File: src/rtl/sensor_host_map.vh
// Shared constants of the force sensor host controller.
`ifndef SENSOR_HOST_MAP_VH
`define SENSOR_HOST_MAP_VH

// ----------------------------------------------------------------------
// Request operations
// ----------------------------------------------------------------------
`define OP_RESET      3'h0
`define OP_SHUTDOWN   3'h1
`define OP_ACTIVE     3'h2
`define OP_IDLE       3'h3
`define OP_RESULT     3'h4
`define OP_WRITE_REG  3'h5
`define OP_COEF_READ  3'h6

// ----------------------------------------------------------------------
// Command codes and reply bytes
// ----------------------------------------------------------------------
`define CMD_WRITE_REG 8'hE0
`define CMD_COEF_READ 8'hD6
`define ACK_BYTE      8'h00
`define BUSY_BYTE     8'h00
`define READY_MARK    8'h01

// ----------------------------------------------------------------------
// Shadow sequencer states and completion status
// ----------------------------------------------------------------------
`define DEV_SHUTDOWN  2'h0
`define DEV_ACTIVE    2'h1
`define DEV_IDLE      2'h2
`define STS_OK        2'h0
`define STS_NEGATIVE_ACKNOWLEDGE      2'h1
`define STS_REFUSED   2'h2
`define STS_TIMEOUT   2'h3

// ----------------------------------------------------------------------
// Timing
// ----------------------------------------------------------------------
`define CLK_NS        8
`define HALF_FAST_NS  100
`define HALF_SLOW_NS  500
`define HALF_FAST_CYC ((`HALF_FAST_NS + `CLK_NS - 1) / `CLK_NS)
`define HALF_SLOW_CYC ((`HALF_SLOW_NS + `CLK_NS - 1) / `CLK_NS)
`define BUSY_MAX_US   25
`define POLL_LIMIT    (((`BUSY_MAX_US * 1000) + (16 * `HALF_FAST_NS) - 1) / (16 * `HALF_FAST_NS) + 1)
`define GAP_TICKS     2

// ----------------------------------------------------------------------
// Receive buffer
// ----------------------------------------------------------------------
`define FIFO_WIDTH    8
`define FIFO_DEPTH    4

`endif

File: src/rtl/sensor_spi_command_fsm.v
// Host side command sequencer driving the force sensor over SPI mode 3.
`timescale 1ns/10ps
// Behaviour
// - Result only read while active (host refuses it only while idle and still sends it in shutdown)
// - No idle or coefficient read while active
// - No register write while idle
// - Serial clock idles high, mode three
// - Select toggles only while clock high
// - Data changes on fall, sampled on rise
// - Command byte, acknowledge byte, then payload
// - Address, busy zeros, marker, one data byte
// - After write data, poll until marker
// - Detect marker, never expect busy zeros
// - Clock at most 5 or 1 MHz
// - Register write uses code E0 hex
// - Coefficient read uses code D6 hex
module sensor_spi_command_fsm
#(
  parameter [7:0] CMD_RESET    = 8'h01,
  parameter [7:0] CMD_SHUTDOWN = 8'h02,
  parameter [7:0] CMD_ACTIVE   = 8'h03,
  parameter [7:0] CMD_IDLE     = 8'h04,
  parameter [7:0] CMD_RESULT   = 8'h05
)
(
  input  wire       ref_clk,
  input  wire       sys_rst,
  input  wire       slow_io,
  input  wire       req_valid,
  input  wire [2:0] req_op,
  input  wire [7:0] req_addr,
  input  wire [7:0] req_data,
  input  wire [7:0] req_len,
  output reg        req_ready,
  output reg        done,
  output reg  [1:0] done_status,
  output reg  [1:0] dev_state,
  output reg        sclk,
  output reg        mosi,
  output reg        chip_select_n,
  input  wire       miso,
  output wire       rx_valid,
  output wire [7:0] rx_data,
  input  wire       rx_ready
);
`include "sensor_host_map.vh"

  // --------------------------------------------------------------------
  // States and byte stages
  // --------------------------------------------------------------------
  localparam [6:0] S_IDLE  = 7'h01;
  localparam [6:0] S_LEAD  = 7'h02;
  localparam [6:0] S_SHIFT = 7'h04;
  localparam [6:0] S_NEXT  = 7'h08;
  localparam [6:0] S_HOLD  = 7'h10;
  localparam [6:0] S_LAG   = 7'h20;
  localparam [6:0] S_GAP   = 7'h40;

  localparam [2:0] STG_CMD  = 3'h0;
  localparam [2:0] STG_ACK  = 3'h1;
  localparam [2:0] STG_ADDR = 3'h2;
  localparam [2:0] STG_DATA = 3'h3;
  localparam [2:0] STG_POLL = 3'h4;
  localparam [2:0] STG_COEF = 3'h5;
  localparam [2:0] STG_READ = 3'h6;

  localparam integer POLL_CNT  = `POLL_LIMIT;
  localparam integer GAP_CNT   = `GAP_TICKS;
  localparam [7:0]   POLL_LAST = POLL_CNT[7:0] - 8'h01;
  localparam [1:0]   GAP_LAST  = GAP_CNT[1:0] - 2'h1;

  reg  [6:0] state_ff;
  reg  [2:0] stage_ff;
  reg  [2:0] op_ff;
  reg  [7:0] addr_ff;
  reg  [7:0] data_ff;
  reg  [7:0] len_ff;
  reg  [7:0] tx_ff;
  reg  [7:0] rx_ff;
  reg  [2:0] bit_ff;
  reg        phase_ff;
  reg  [7:0] poll_ff;
  reg  [1:0] gap_ff;
  reg  [1:0] sts_ff;
  reg        miso_meta_ff;
  reg        miso_ff;
  reg        forbid;
  reg  [7:0] cmd_code;
  wire       tick;
  wire       push_w;
  wire       fifo_in_ready;

  // --------------------------------------------------------------------
  // Clock divider and receive buffer
  // --------------------------------------------------------------------
  sclk_tick_gen u_tick
  (
    .ref_clk  (ref_clk),
    .sys_rst  (sys_rst),
    .slow_sel (slow_io),
    .tick     (tick)
  );

  // Read bytes are pushed in the cycle after their last rising edge.
  assign push_w = (state_ff == S_NEXT) && (stage_ff == STG_READ || stage_ff == STG_COEF);

  rx_byte_fifo
  #(
    .WIDTH (`FIFO_WIDTH),
    .DEPTH (`FIFO_DEPTH),
    .AW    (2)
  )
  u_fifo
  (
    .ref_clk   (ref_clk),
    .sys_rst   (sys_rst),
    .in_valid  (push_w),
    .in_data   (rx_ff),
    .in_ready  (fifo_in_ready),
    .out_valid (rx_valid),
    .out_data  (rx_data),
    .out_ready (rx_ready)
  );

  // --------------------------------------------------------------------
  // Command code lookup and host side guard
  // --------------------------------------------------------------------
  always @*
  begin
    case (req_op)
      `OP_RESET:     cmd_code = CMD_RESET;
      `OP_SHUTDOWN:  cmd_code = CMD_SHUTDOWN;
      `OP_ACTIVE:    cmd_code = CMD_ACTIVE;
      `OP_IDLE:      cmd_code = CMD_IDLE;
      `OP_RESULT:    cmd_code = CMD_RESULT;
      `OP_WRITE_REG: cmd_code = `CMD_WRITE_REG;
      default:       cmd_code = `CMD_COEF_READ;
    endcase
    forbid = 1'b0;
    if (dev_state == `DEV_ACTIVE && (req_op == `OP_IDLE || req_op == `OP_COEF_READ))
      forbid = 1'b1;
    if (dev_state == `DEV_IDLE && (req_op == `OP_RESULT || req_op == `OP_WRITE_REG))
      forbid = 1'b1;
    if (req_op > `OP_COEF_READ)
      forbid = 1'b1;
  end

  // --------------------------------------------------------------------
  // Data input synchroniser
  // --------------------------------------------------------------------
  // The output floats while deselected; it is still synchronised every cycle, but bits are only shifted in while selected.
  always @(posedge ref_clk or posedge sys_rst)
  begin
    if (sys_rst)
    begin
      miso_meta_ff <= 1'b0;
      miso_ff      <= 1'b0;
    end
    else
    begin
      miso_meta_ff <= miso;
      miso_ff      <= miso_meta_ff;
    end
  end

  // --------------------------------------------------------------------
  // Frame sequencer
  // --------------------------------------------------------------------
  always @(posedge ref_clk or posedge sys_rst)
  begin
    if (sys_rst)
    begin
      state_ff      <= S_IDLE;
      stage_ff      <= STG_CMD;
      op_ff         <= `OP_RESET;
      addr_ff       <= 8'h00;
      data_ff       <= 8'h00;
      len_ff        <= 8'h00;
      tx_ff         <= 8'h00;
      rx_ff         <= 8'h00;
      bit_ff        <= 3'h7;
      phase_ff      <= 1'b0;
      poll_ff       <= 8'h00;
      gap_ff        <= 2'h0;
      sts_ff        <= `STS_OK;
      req_ready     <= 1'b0;
      done          <= 1'b0;
      done_status   <= `STS_OK;
      dev_state     <= `DEV_SHUTDOWN;
      sclk          <= 1'b1;
      mosi          <= 1'b1;
      chip_select_n <= 1'b1;
    end
    else
    begin
      done <= 1'b0;
      case (state_ff)
        S_IDLE:
        begin
          if (req_valid && req_ready)
          begin
            req_ready <= 1'b0;
            op_ff     <= req_op;
            addr_ff   <= req_addr;
            data_ff   <= req_data;
            len_ff    <= req_len;
            if (forbid)
            begin
              done        <= 1'b1;
              done_status <= `STS_REFUSED;
            end
            else
            begin
              chip_select_n <= 1'b0;
              tx_ff         <= cmd_code;
              stage_ff      <= STG_CMD;
              state_ff      <= S_LEAD;
            end
          end
          else
            req_ready <= 1'b1;
        end
        S_LEAD:
        begin
          if (tick)
          begin
            bit_ff   <= 3'h7;
            phase_ff <= 1'b0;
            state_ff <= S_SHIFT;
          end
        end
        S_SHIFT:
        begin
          if (tick)
          begin
            if (!phase_ff)
            begin
              sclk     <= 1'b0;
              mosi     <= tx_ff[7];
              tx_ff    <= {tx_ff[6:0], 1'b0};
              phase_ff <= 1'b1;
            end
            else
            begin
              sclk     <= 1'b1;
              rx_ff    <= {rx_ff[6:0], miso_ff};
              phase_ff <= 1'b0;
              if (bit_ff == 3'h0)
                state_ff <= S_NEXT;
              else
                bit_ff <= bit_ff - 3'h1;
            end
          end
        end
        S_NEXT:
        begin
          tx_ff    <= 8'h00;
          state_ff <= S_LEAD;
          case (stage_ff)
            STG_CMD:
              stage_ff <= STG_ACK;
            STG_ACK:
            begin
              if (rx_ff != `ACK_BYTE)
              begin
                sts_ff   <= `STS_NEGATIVE_ACKNOWLEDGE;
                state_ff <= S_LAG;
              end
              else
              begin
                sts_ff <= `STS_OK;
                case (op_ff)
                  `OP_RESET, `OP_SHUTDOWN:
                  begin
                    dev_state <= `DEV_SHUTDOWN;
                    state_ff  <= S_LAG;
                  end
                  `OP_ACTIVE:
                  begin
                    dev_state <= `DEV_ACTIVE;
                    state_ff  <= S_LAG;
                  end
                  `OP_IDLE:
                  begin
                    dev_state <= `DEV_IDLE;
                    state_ff  <= S_LAG;
                  end
                  `OP_RESULT:
                  begin
                    stage_ff <= STG_READ;
                    state_ff <= (len_ff == 8'h00) ? S_LAG : S_HOLD;
                  end
                  default:
                  begin
                    stage_ff <= STG_ADDR;
                    tx_ff    <= addr_ff;
                  end
                endcase
              end
            end
            STG_ADDR:
            begin
              poll_ff <= 8'h00;
              if (op_ff == `OP_WRITE_REG)
              begin
                stage_ff <= STG_DATA;
                tx_ff    <= data_ff;
              end
              else
                stage_ff <= STG_POLL;
            end
            STG_DATA:
              stage_ff <= STG_POLL;
            STG_POLL:
            begin
              if (rx_ff == `READY_MARK)
              begin
                if (op_ff == `OP_WRITE_REG)
                  state_ff <= S_LAG;
                else
                begin
                  stage_ff <= STG_COEF;
                  state_ff <= S_HOLD;
                end
              end
              else if (poll_ff == POLL_LAST)
              begin
                sts_ff   <= `STS_TIMEOUT;
                state_ff <= S_LAG;
              end
              else
                poll_ff <= poll_ff + 8'h01;
            end
            STG_COEF:
              state_ff <= S_LAG;
            default:
            begin
              len_ff   <= len_ff - 8'h01;
              state_ff <= (len_ff == 8'h01) ? S_LAG : S_HOLD;
            end
          endcase
        end
        S_HOLD:
        begin
          // A full buffer parks the clock high between bytes.
          if (fifo_in_ready)
            state_ff <= S_LEAD;
        end
        S_LAG:
        begin
          if (tick)
          begin
            chip_select_n <= 1'b1;
            mosi          <= 1'b1;
            gap_ff        <= 2'h0;
            state_ff      <= S_GAP;
          end
        end
        S_GAP:
        begin
          if (tick)
          begin
            if (gap_ff == GAP_LAST)
            begin
              done        <= 1'b1;
              done_status <= sts_ff;
              state_ff    <= S_IDLE;
            end
            else
              gap_ff <= gap_ff + 2'h1;
          end
        end
        default:
          state_ff <= S_IDLE;
      endcase
    end
  end

endmodule

File: src/rtl/sclk_tick_gen.v
// Half period enable pulse generator for the serial clock.
`timescale 1ns/10ps
module sclk_tick_gen
(
  input  wire       ref_clk,
  input  wire       sys_rst,
  input  wire       slow_sel,
  output reg        tick
);
`include "sensor_host_map.vh"

  localparam integer FAST_CYC  = `HALF_FAST_CYC;
  localparam integer SLOW_CYC  = `HALF_SLOW_CYC;
  localparam [5:0]   FAST_LAST = FAST_CYC[5:0] - 6'h01;
  localparam [5:0]   SLOW_LAST = SLOW_CYC[5:0] - 6'h01;

  reg  [5:0] cnt_ff;
  wire [5:0] last_w;

  // The slow rate serves interface supplies below two volts.
  assign last_w = slow_sel ? SLOW_LAST : FAST_LAST;

  always @(posedge ref_clk or posedge sys_rst)
  begin
    if (sys_rst)
    begin
      cnt_ff <= 6'h00;
      tick   <= 1'b0;
    end
    else if (cnt_ff >= last_w)
    begin
      cnt_ff <= 6'h00;
      tick   <= 1'b1;
    end
    else
    begin
      cnt_ff <= cnt_ff + 6'h01;
      tick   <= 1'b0;
    end
  end

endmodule

File: src/rtl/rx_byte_fifo.v
// Small receive FIFO with registered read data.
`timescale 1ns/10ps
module rx_byte_fifo
#(
  parameter WIDTH = 8,
  parameter DEPTH = 4,
  parameter AW    = 2
)
(
  input  wire             ref_clk,
  input  wire             sys_rst,
  input  wire             in_valid,
  input  wire [WIDTH-1:0] in_data,
  output wire             in_ready,
  output reg              out_valid,
  output reg  [WIDTH-1:0] out_data,
  input  wire             out_ready
);

  reg  [WIDTH-1:0] mem [0:DEPTH-1];
  reg  [AW-1:0]    wr_ptr_ff;
  reg  [AW-1:0]    rd_ptr_ff;
  reg  [AW:0]      count_ff;
  wire             push_w;
  wire             pop_w;
  wire [AW-1:0]    nxt_rd_ptr;
  wire [AW:0]      nxt_count;

  assign in_ready   = (count_ff < DEPTH);
  assign push_w     = in_valid && in_ready;
  assign pop_w      = out_valid && out_ready;
  assign nxt_rd_ptr = pop_w ? rd_ptr_ff + 1'b1 : rd_ptr_ff;
  assign nxt_count  = count_ff + {{AW{1'b0}}, push_w} - {{AW{1'b0}}, pop_w};

  always @(posedge ref_clk)
  begin
    if (push_w)
      mem[wr_ptr_ff] <= in_data;
  end

  // A word written into the slot about to be shown bypasses the array.
  always @(posedge ref_clk or posedge sys_rst)
  begin
    if (sys_rst)
    begin
      wr_ptr_ff <= {AW{1'b0}};
      rd_ptr_ff <= {AW{1'b0}};
      count_ff  <= {(AW+1){1'b0}};
      out_valid <= 1'b0;
      out_data  <= {WIDTH{1'b0}};
    end
    else
    begin
      if (push_w)
        wr_ptr_ff <= wr_ptr_ff + 1'b1;
      rd_ptr_ff <= nxt_rd_ptr;
      count_ff  <= nxt_count;
      out_valid <= (nxt_count != {(AW+1){1'b0}});
      out_data  <= (push_w && wr_ptr_ff == nxt_rd_ptr) ? in_data : mem[nxt_rd_ptr];
    end
  end

endmodule

File: config.mk
export PLATFORM = sky130hd
export DESIGN_NAME = sensor_spi_command_fsm
export DESIGN_NICKNAME = d
export VERILOG_FILES = /design/src/rtl/sensor_spi_command_fsm.v /design/src/rtl/sclk_tick_gen.v /design/src/rtl/rx_byte_fifo.v
export VERILOG_INCLUDE_DIRS = /design/src /design/src/rtl
export SDC_FILE = /design/constraint.sdc
export NUM_CORES = 1
export LEC_CHECK = 0
export BUFFER_PORTS_ARGS = -buffer_cell sky130_fd_sc_hd__clkbuf_2
export CAP_MARGIN = 20
export CORE_MARGIN = 1
export CORE_UTILIZATION = 40
export CTS_BUF_LIST = sky130_fd_sc_hd__clkbuf_8
export CTS_CLUSTER_SIZE = 8
export DETAILED_ROUTE_END_ITERATION = 10
export PLACE_DENSITY = 0.59
export SYNTH_ARGS = -nofsm -noshare
export SYNTH_HDL_FRONTEND = slang
export SYNTH_SLANG_ARGS = --single-unit
File: constraint.sdc
create_clock -name ref_clk -period 3.62 [get_ports ref_clk]
set_input_delay 0.181 -clock ref_clk [delete_from_list [all_inputs] [get_ports ref_clk]]
set_output_delay 0.181 -clock ref_clk [all_outputs]
set_load 0.005 [all_outputs]
==> flow_summary_export.csv <==
group,metric,value,unit
floorplan,die_w,131,um
setup_path,cp_slowest_stage_delay,0.54,ns
synthesis,ys_types,68,
layout,fillers,1491,
power,powerDensity,663,nW/um2
synthesis,synth_cells,575,
hold_path,min_to,"len_ff[4]$_DFFE_PP0P_",
route,drt_iter0_drc,410,
synthesis,ys_seq_area_share,53.6,%
layout,regArea,3550,um2
hold_path,hold_depth,3,
job,maxCapViolations,0,
synthesis,synthArstFlopShare,76.3,%
route,ant_nets,0,
timing,relSlewSlack,41.7,%
floorplan,core_area,16000,um2
route,totalWireLength,13.7,mm
layout,multi_input_area,2860,um2
floorplan,die_height,131,um
hold_path,hold_path_class,"input pin to flop",
global_route,grt_usage,17.9,%
setup_path,cp-start-kind,"flop",
cts,clk_pin_slew,0.08,ns
timing,rsz0062_at_grt,"false",
global_route,first_global_vias,4648,
timing,slew_viol_final,0,
synthesis,synth_flop_cell,"dfrtp_1",
synthesis,syn_nets,627,
placed_design,detailed_place_hpwl,9.33,mm
timing,post-route-min-period,2.72,ns
floorplan,fp-row-count,46,
layout,final_cell_mix,"dfrtp_1 (96), o21ai_0 (50), clkbuf_2 (50)",
global_route,antenna_found_initial,0,
layout,n_antenna_cell,0,
floorplan,die-area,17000,um2
cts,root_buffer,"clkbuf_8",
cts,clkSinkCount,135,
route,dr_total_vias,4679,
timing,setup_viol,0,
setup_path,worstReg2RegStart,"state_ff[4]$_DFFE_PP0P_",
setup_path,critPathSlowestCell,"nor4b_4",
placed_design,placedCellCount,827,
power,peakVddDrop,448,uV
synthesis,synth_edf_count,32,
setup_path,r2r_end,"u_fifo.out_valid$_DFF_PP0_",
timing,fmax,367,MHz
layout,area_growth,16.0,%
route,wl_per_cell,15.5,um
cts,cts.htree.levels,4,
route,first_pass_iters,5,
timing,fin_hold_ws,0.0403,ns
layout,fin_cells,879,
setup_path,reg2reg_depth,6,
hold_path,min_from,"req_len[4]",
synthesis,synth.avg_cell_area,11.5,um2
global_route,grt_max_degree,55,
setup_path,rrSetupSlack,0.90,ns
cts,tritoncts,"yes",
cts,clock_latency,0.45,ns
layout,num-nets-final,702,
route,drc,0,
synthesis,ys_warn_count,0,
cts,clockBufferDepth,2,
cts,postCtsSetupRepairBufs,0,
setup_path,endpoint_kind,"flop",
setup_path,path_cells,"nor3_4 > nand4b_4 > nor4b_4 > ha_1 > fa_1 > or3_1",
timing,tightest_slew,0.870,ns
synthesis,synth-seq-cells,135,
timing,fin_skew,0.0133,ns
placed_design,port_buffers,50,
global_route,grt_pass1_wl,23.1,mm
setup_path,crit_type,"flop to flop",
timing,fin_crit_sh,75.2,%
layout,drive_gt1_share,24.6,%
timing,hold_violations,0,
floorplan,io_pins,51,
outcome,status,"complete, no violations",
placed_design,gp_congestion,0.892,
floorplan,initial_utilization,41.3,%
layout,final_common_cell,"dfrtp_1",
global_route,overflow,0,
cts,cts_buffers,17,
timing,fin_tns_setup,0,ns
setup_path,critPathArrivalTime,3.05,ns
power,power.leakage,3.27,nW
route,viasPerCell,5.32,
setup_path,worst_ep_required_time,3.95,ns
setup_path,path_max_fanout,9,
synthesis,synth_area,6610,um2
## state kept, by name, indices dropped and copies added, names as in the netlist, 6 cells and up
name / flops
len_ff: 8
addr_ff: 8
state_ff: 7
tx_ff: 8
data_ff: 8
u_fifo.mem: 32
u_tick.cnt_ff: 6
rx_ff: 8
poll_ff: 8
u_fifo.out_data: 8
## how the worst max path moves through the flow
stage | cells past startpoint | startpoint | slack (ns) | endpoint
final | 6 | state_ff[4]$_DFFE_PP0P_ | 0.90 | u_fifo.out_valid$_DFF_PP0_
after global routing | 7 | state_ff[0]$_DFFE_PP1P_ | 0.75 | len_ff[3]$_DFFE_PP0P_
after CTS | 6 | state_ff[4]$_DFFE_PP0P_ | 0.90 | u_fifo.out_valid$_DFF_PP0_
after detailed placement | 6 | state_ff[4]$_DFFE_PP0P_ | 0.88 | u_fifo.out_valid$_DFF_PP0_
after global placement | 6 | state_ff[4]$_DFFE_PP0P_ | 0.96 | u_fifo.out_valid$_DFF_PP0_
after floorplan | 1 | sys_rst | 0.75 | addr_ff[0]$_DFFE_PP0P_
## metrics by stage
stage               setup WS (ns)  instance area [um2]  utilization, %  total power, W
floorplan                   0.747                 6610               -         0.00348
global placement            0.956                 7090            44.3         0.00386
detailed placement          0.884                 7090            44.3         0.00392
CTS                         0.895                 7670            48.0         0.00515
global route                0.745                 7670            48.0         0.00548
finish                      0.897                 7670            48.0         0.00509
## critical path, delay by kind of cell (launching register included)
kind,cells,cell delay [ns]
and+or+nand+nor,4,1.44
DFF,1,0.48
adders and majority gates,2,0.68
## layout make-up
class	count	share of cell area, %
Clock inverter	14	1.74
Clock buffer	18	3.23
Tap cell	216	3.52
Inverter	28	1.40
Sequential cell	135	46.2
Timing Repair Buffer	77	6.55
Multi-Input combinational cell	391	37.3
## report_power, final
part	switching [W]	internal (W)	leakage [nW]
sequential	0.000315	0.00195	1.59
clock	0.000672	0.000521	0.185
combinational	0.000810	0.000823	1.50
## metal layers
layer	vias to the layer above	routed length [um]	GRT usage [%]	share of wire (%)
li1	2251	-	-	-
met1	2277	6290	23.2	46
met2	135	6490	28.8	47
met3	16	685	4.44	5.0
met4	0	199	7.03	1.5
met5	-	0	0	0
## repair_timing
| item | 4_1_cts | 5_1_grt |
|---|---|---|
| hold buffers | 20 | 0 |
| endpoints found under the hold margin | 65 | 0 |
| resized for setup | 0 | 0 |
## cells by family (layout without fill, tap and decap cells)
family / after synthesis / after routing / share of synthesized area (%)
simple gates: 172 / 172 / 14.5
fa+ha+maj: 19 / 19 / 3.71
buf+inv: 49 / 137 / 3.05
xor+xnor: 15 / 15 / 2.10
compound gates: 130 / 130 / 12.4
flops: 135 / 135 / 53.6
mux: 55 / 55 / 10.7
## cell usage after synthesis (all sizes together), types with 5 or more instances
master	n	area, um2
nor2b	5	31.3
a221o	6	60.1
dfstp	7	184
nor3b	5	37.5
inv	28	105
and2	11	68.8
o31ai	7	52.6
buf	9	51.3
nand2b	6	37.5
edfxtp	32	961
and3	5	31.3
nor2	44	165
ha	18	225
nor3	13	86.3
nor4	5	37.5
nand2	40	150
xnor2	10	95.1
mux4	8	180
nand3	16	92.6
a21oi	26	130
clkbuf	12	45.0
xor2	5	43.8
o22ai	6	37.5
dfrtp	96	2400
mux2	43	484
o21ai	50	250
a31oi	7	43.8
Note: power is estimated with default switching activity, not from simulation.
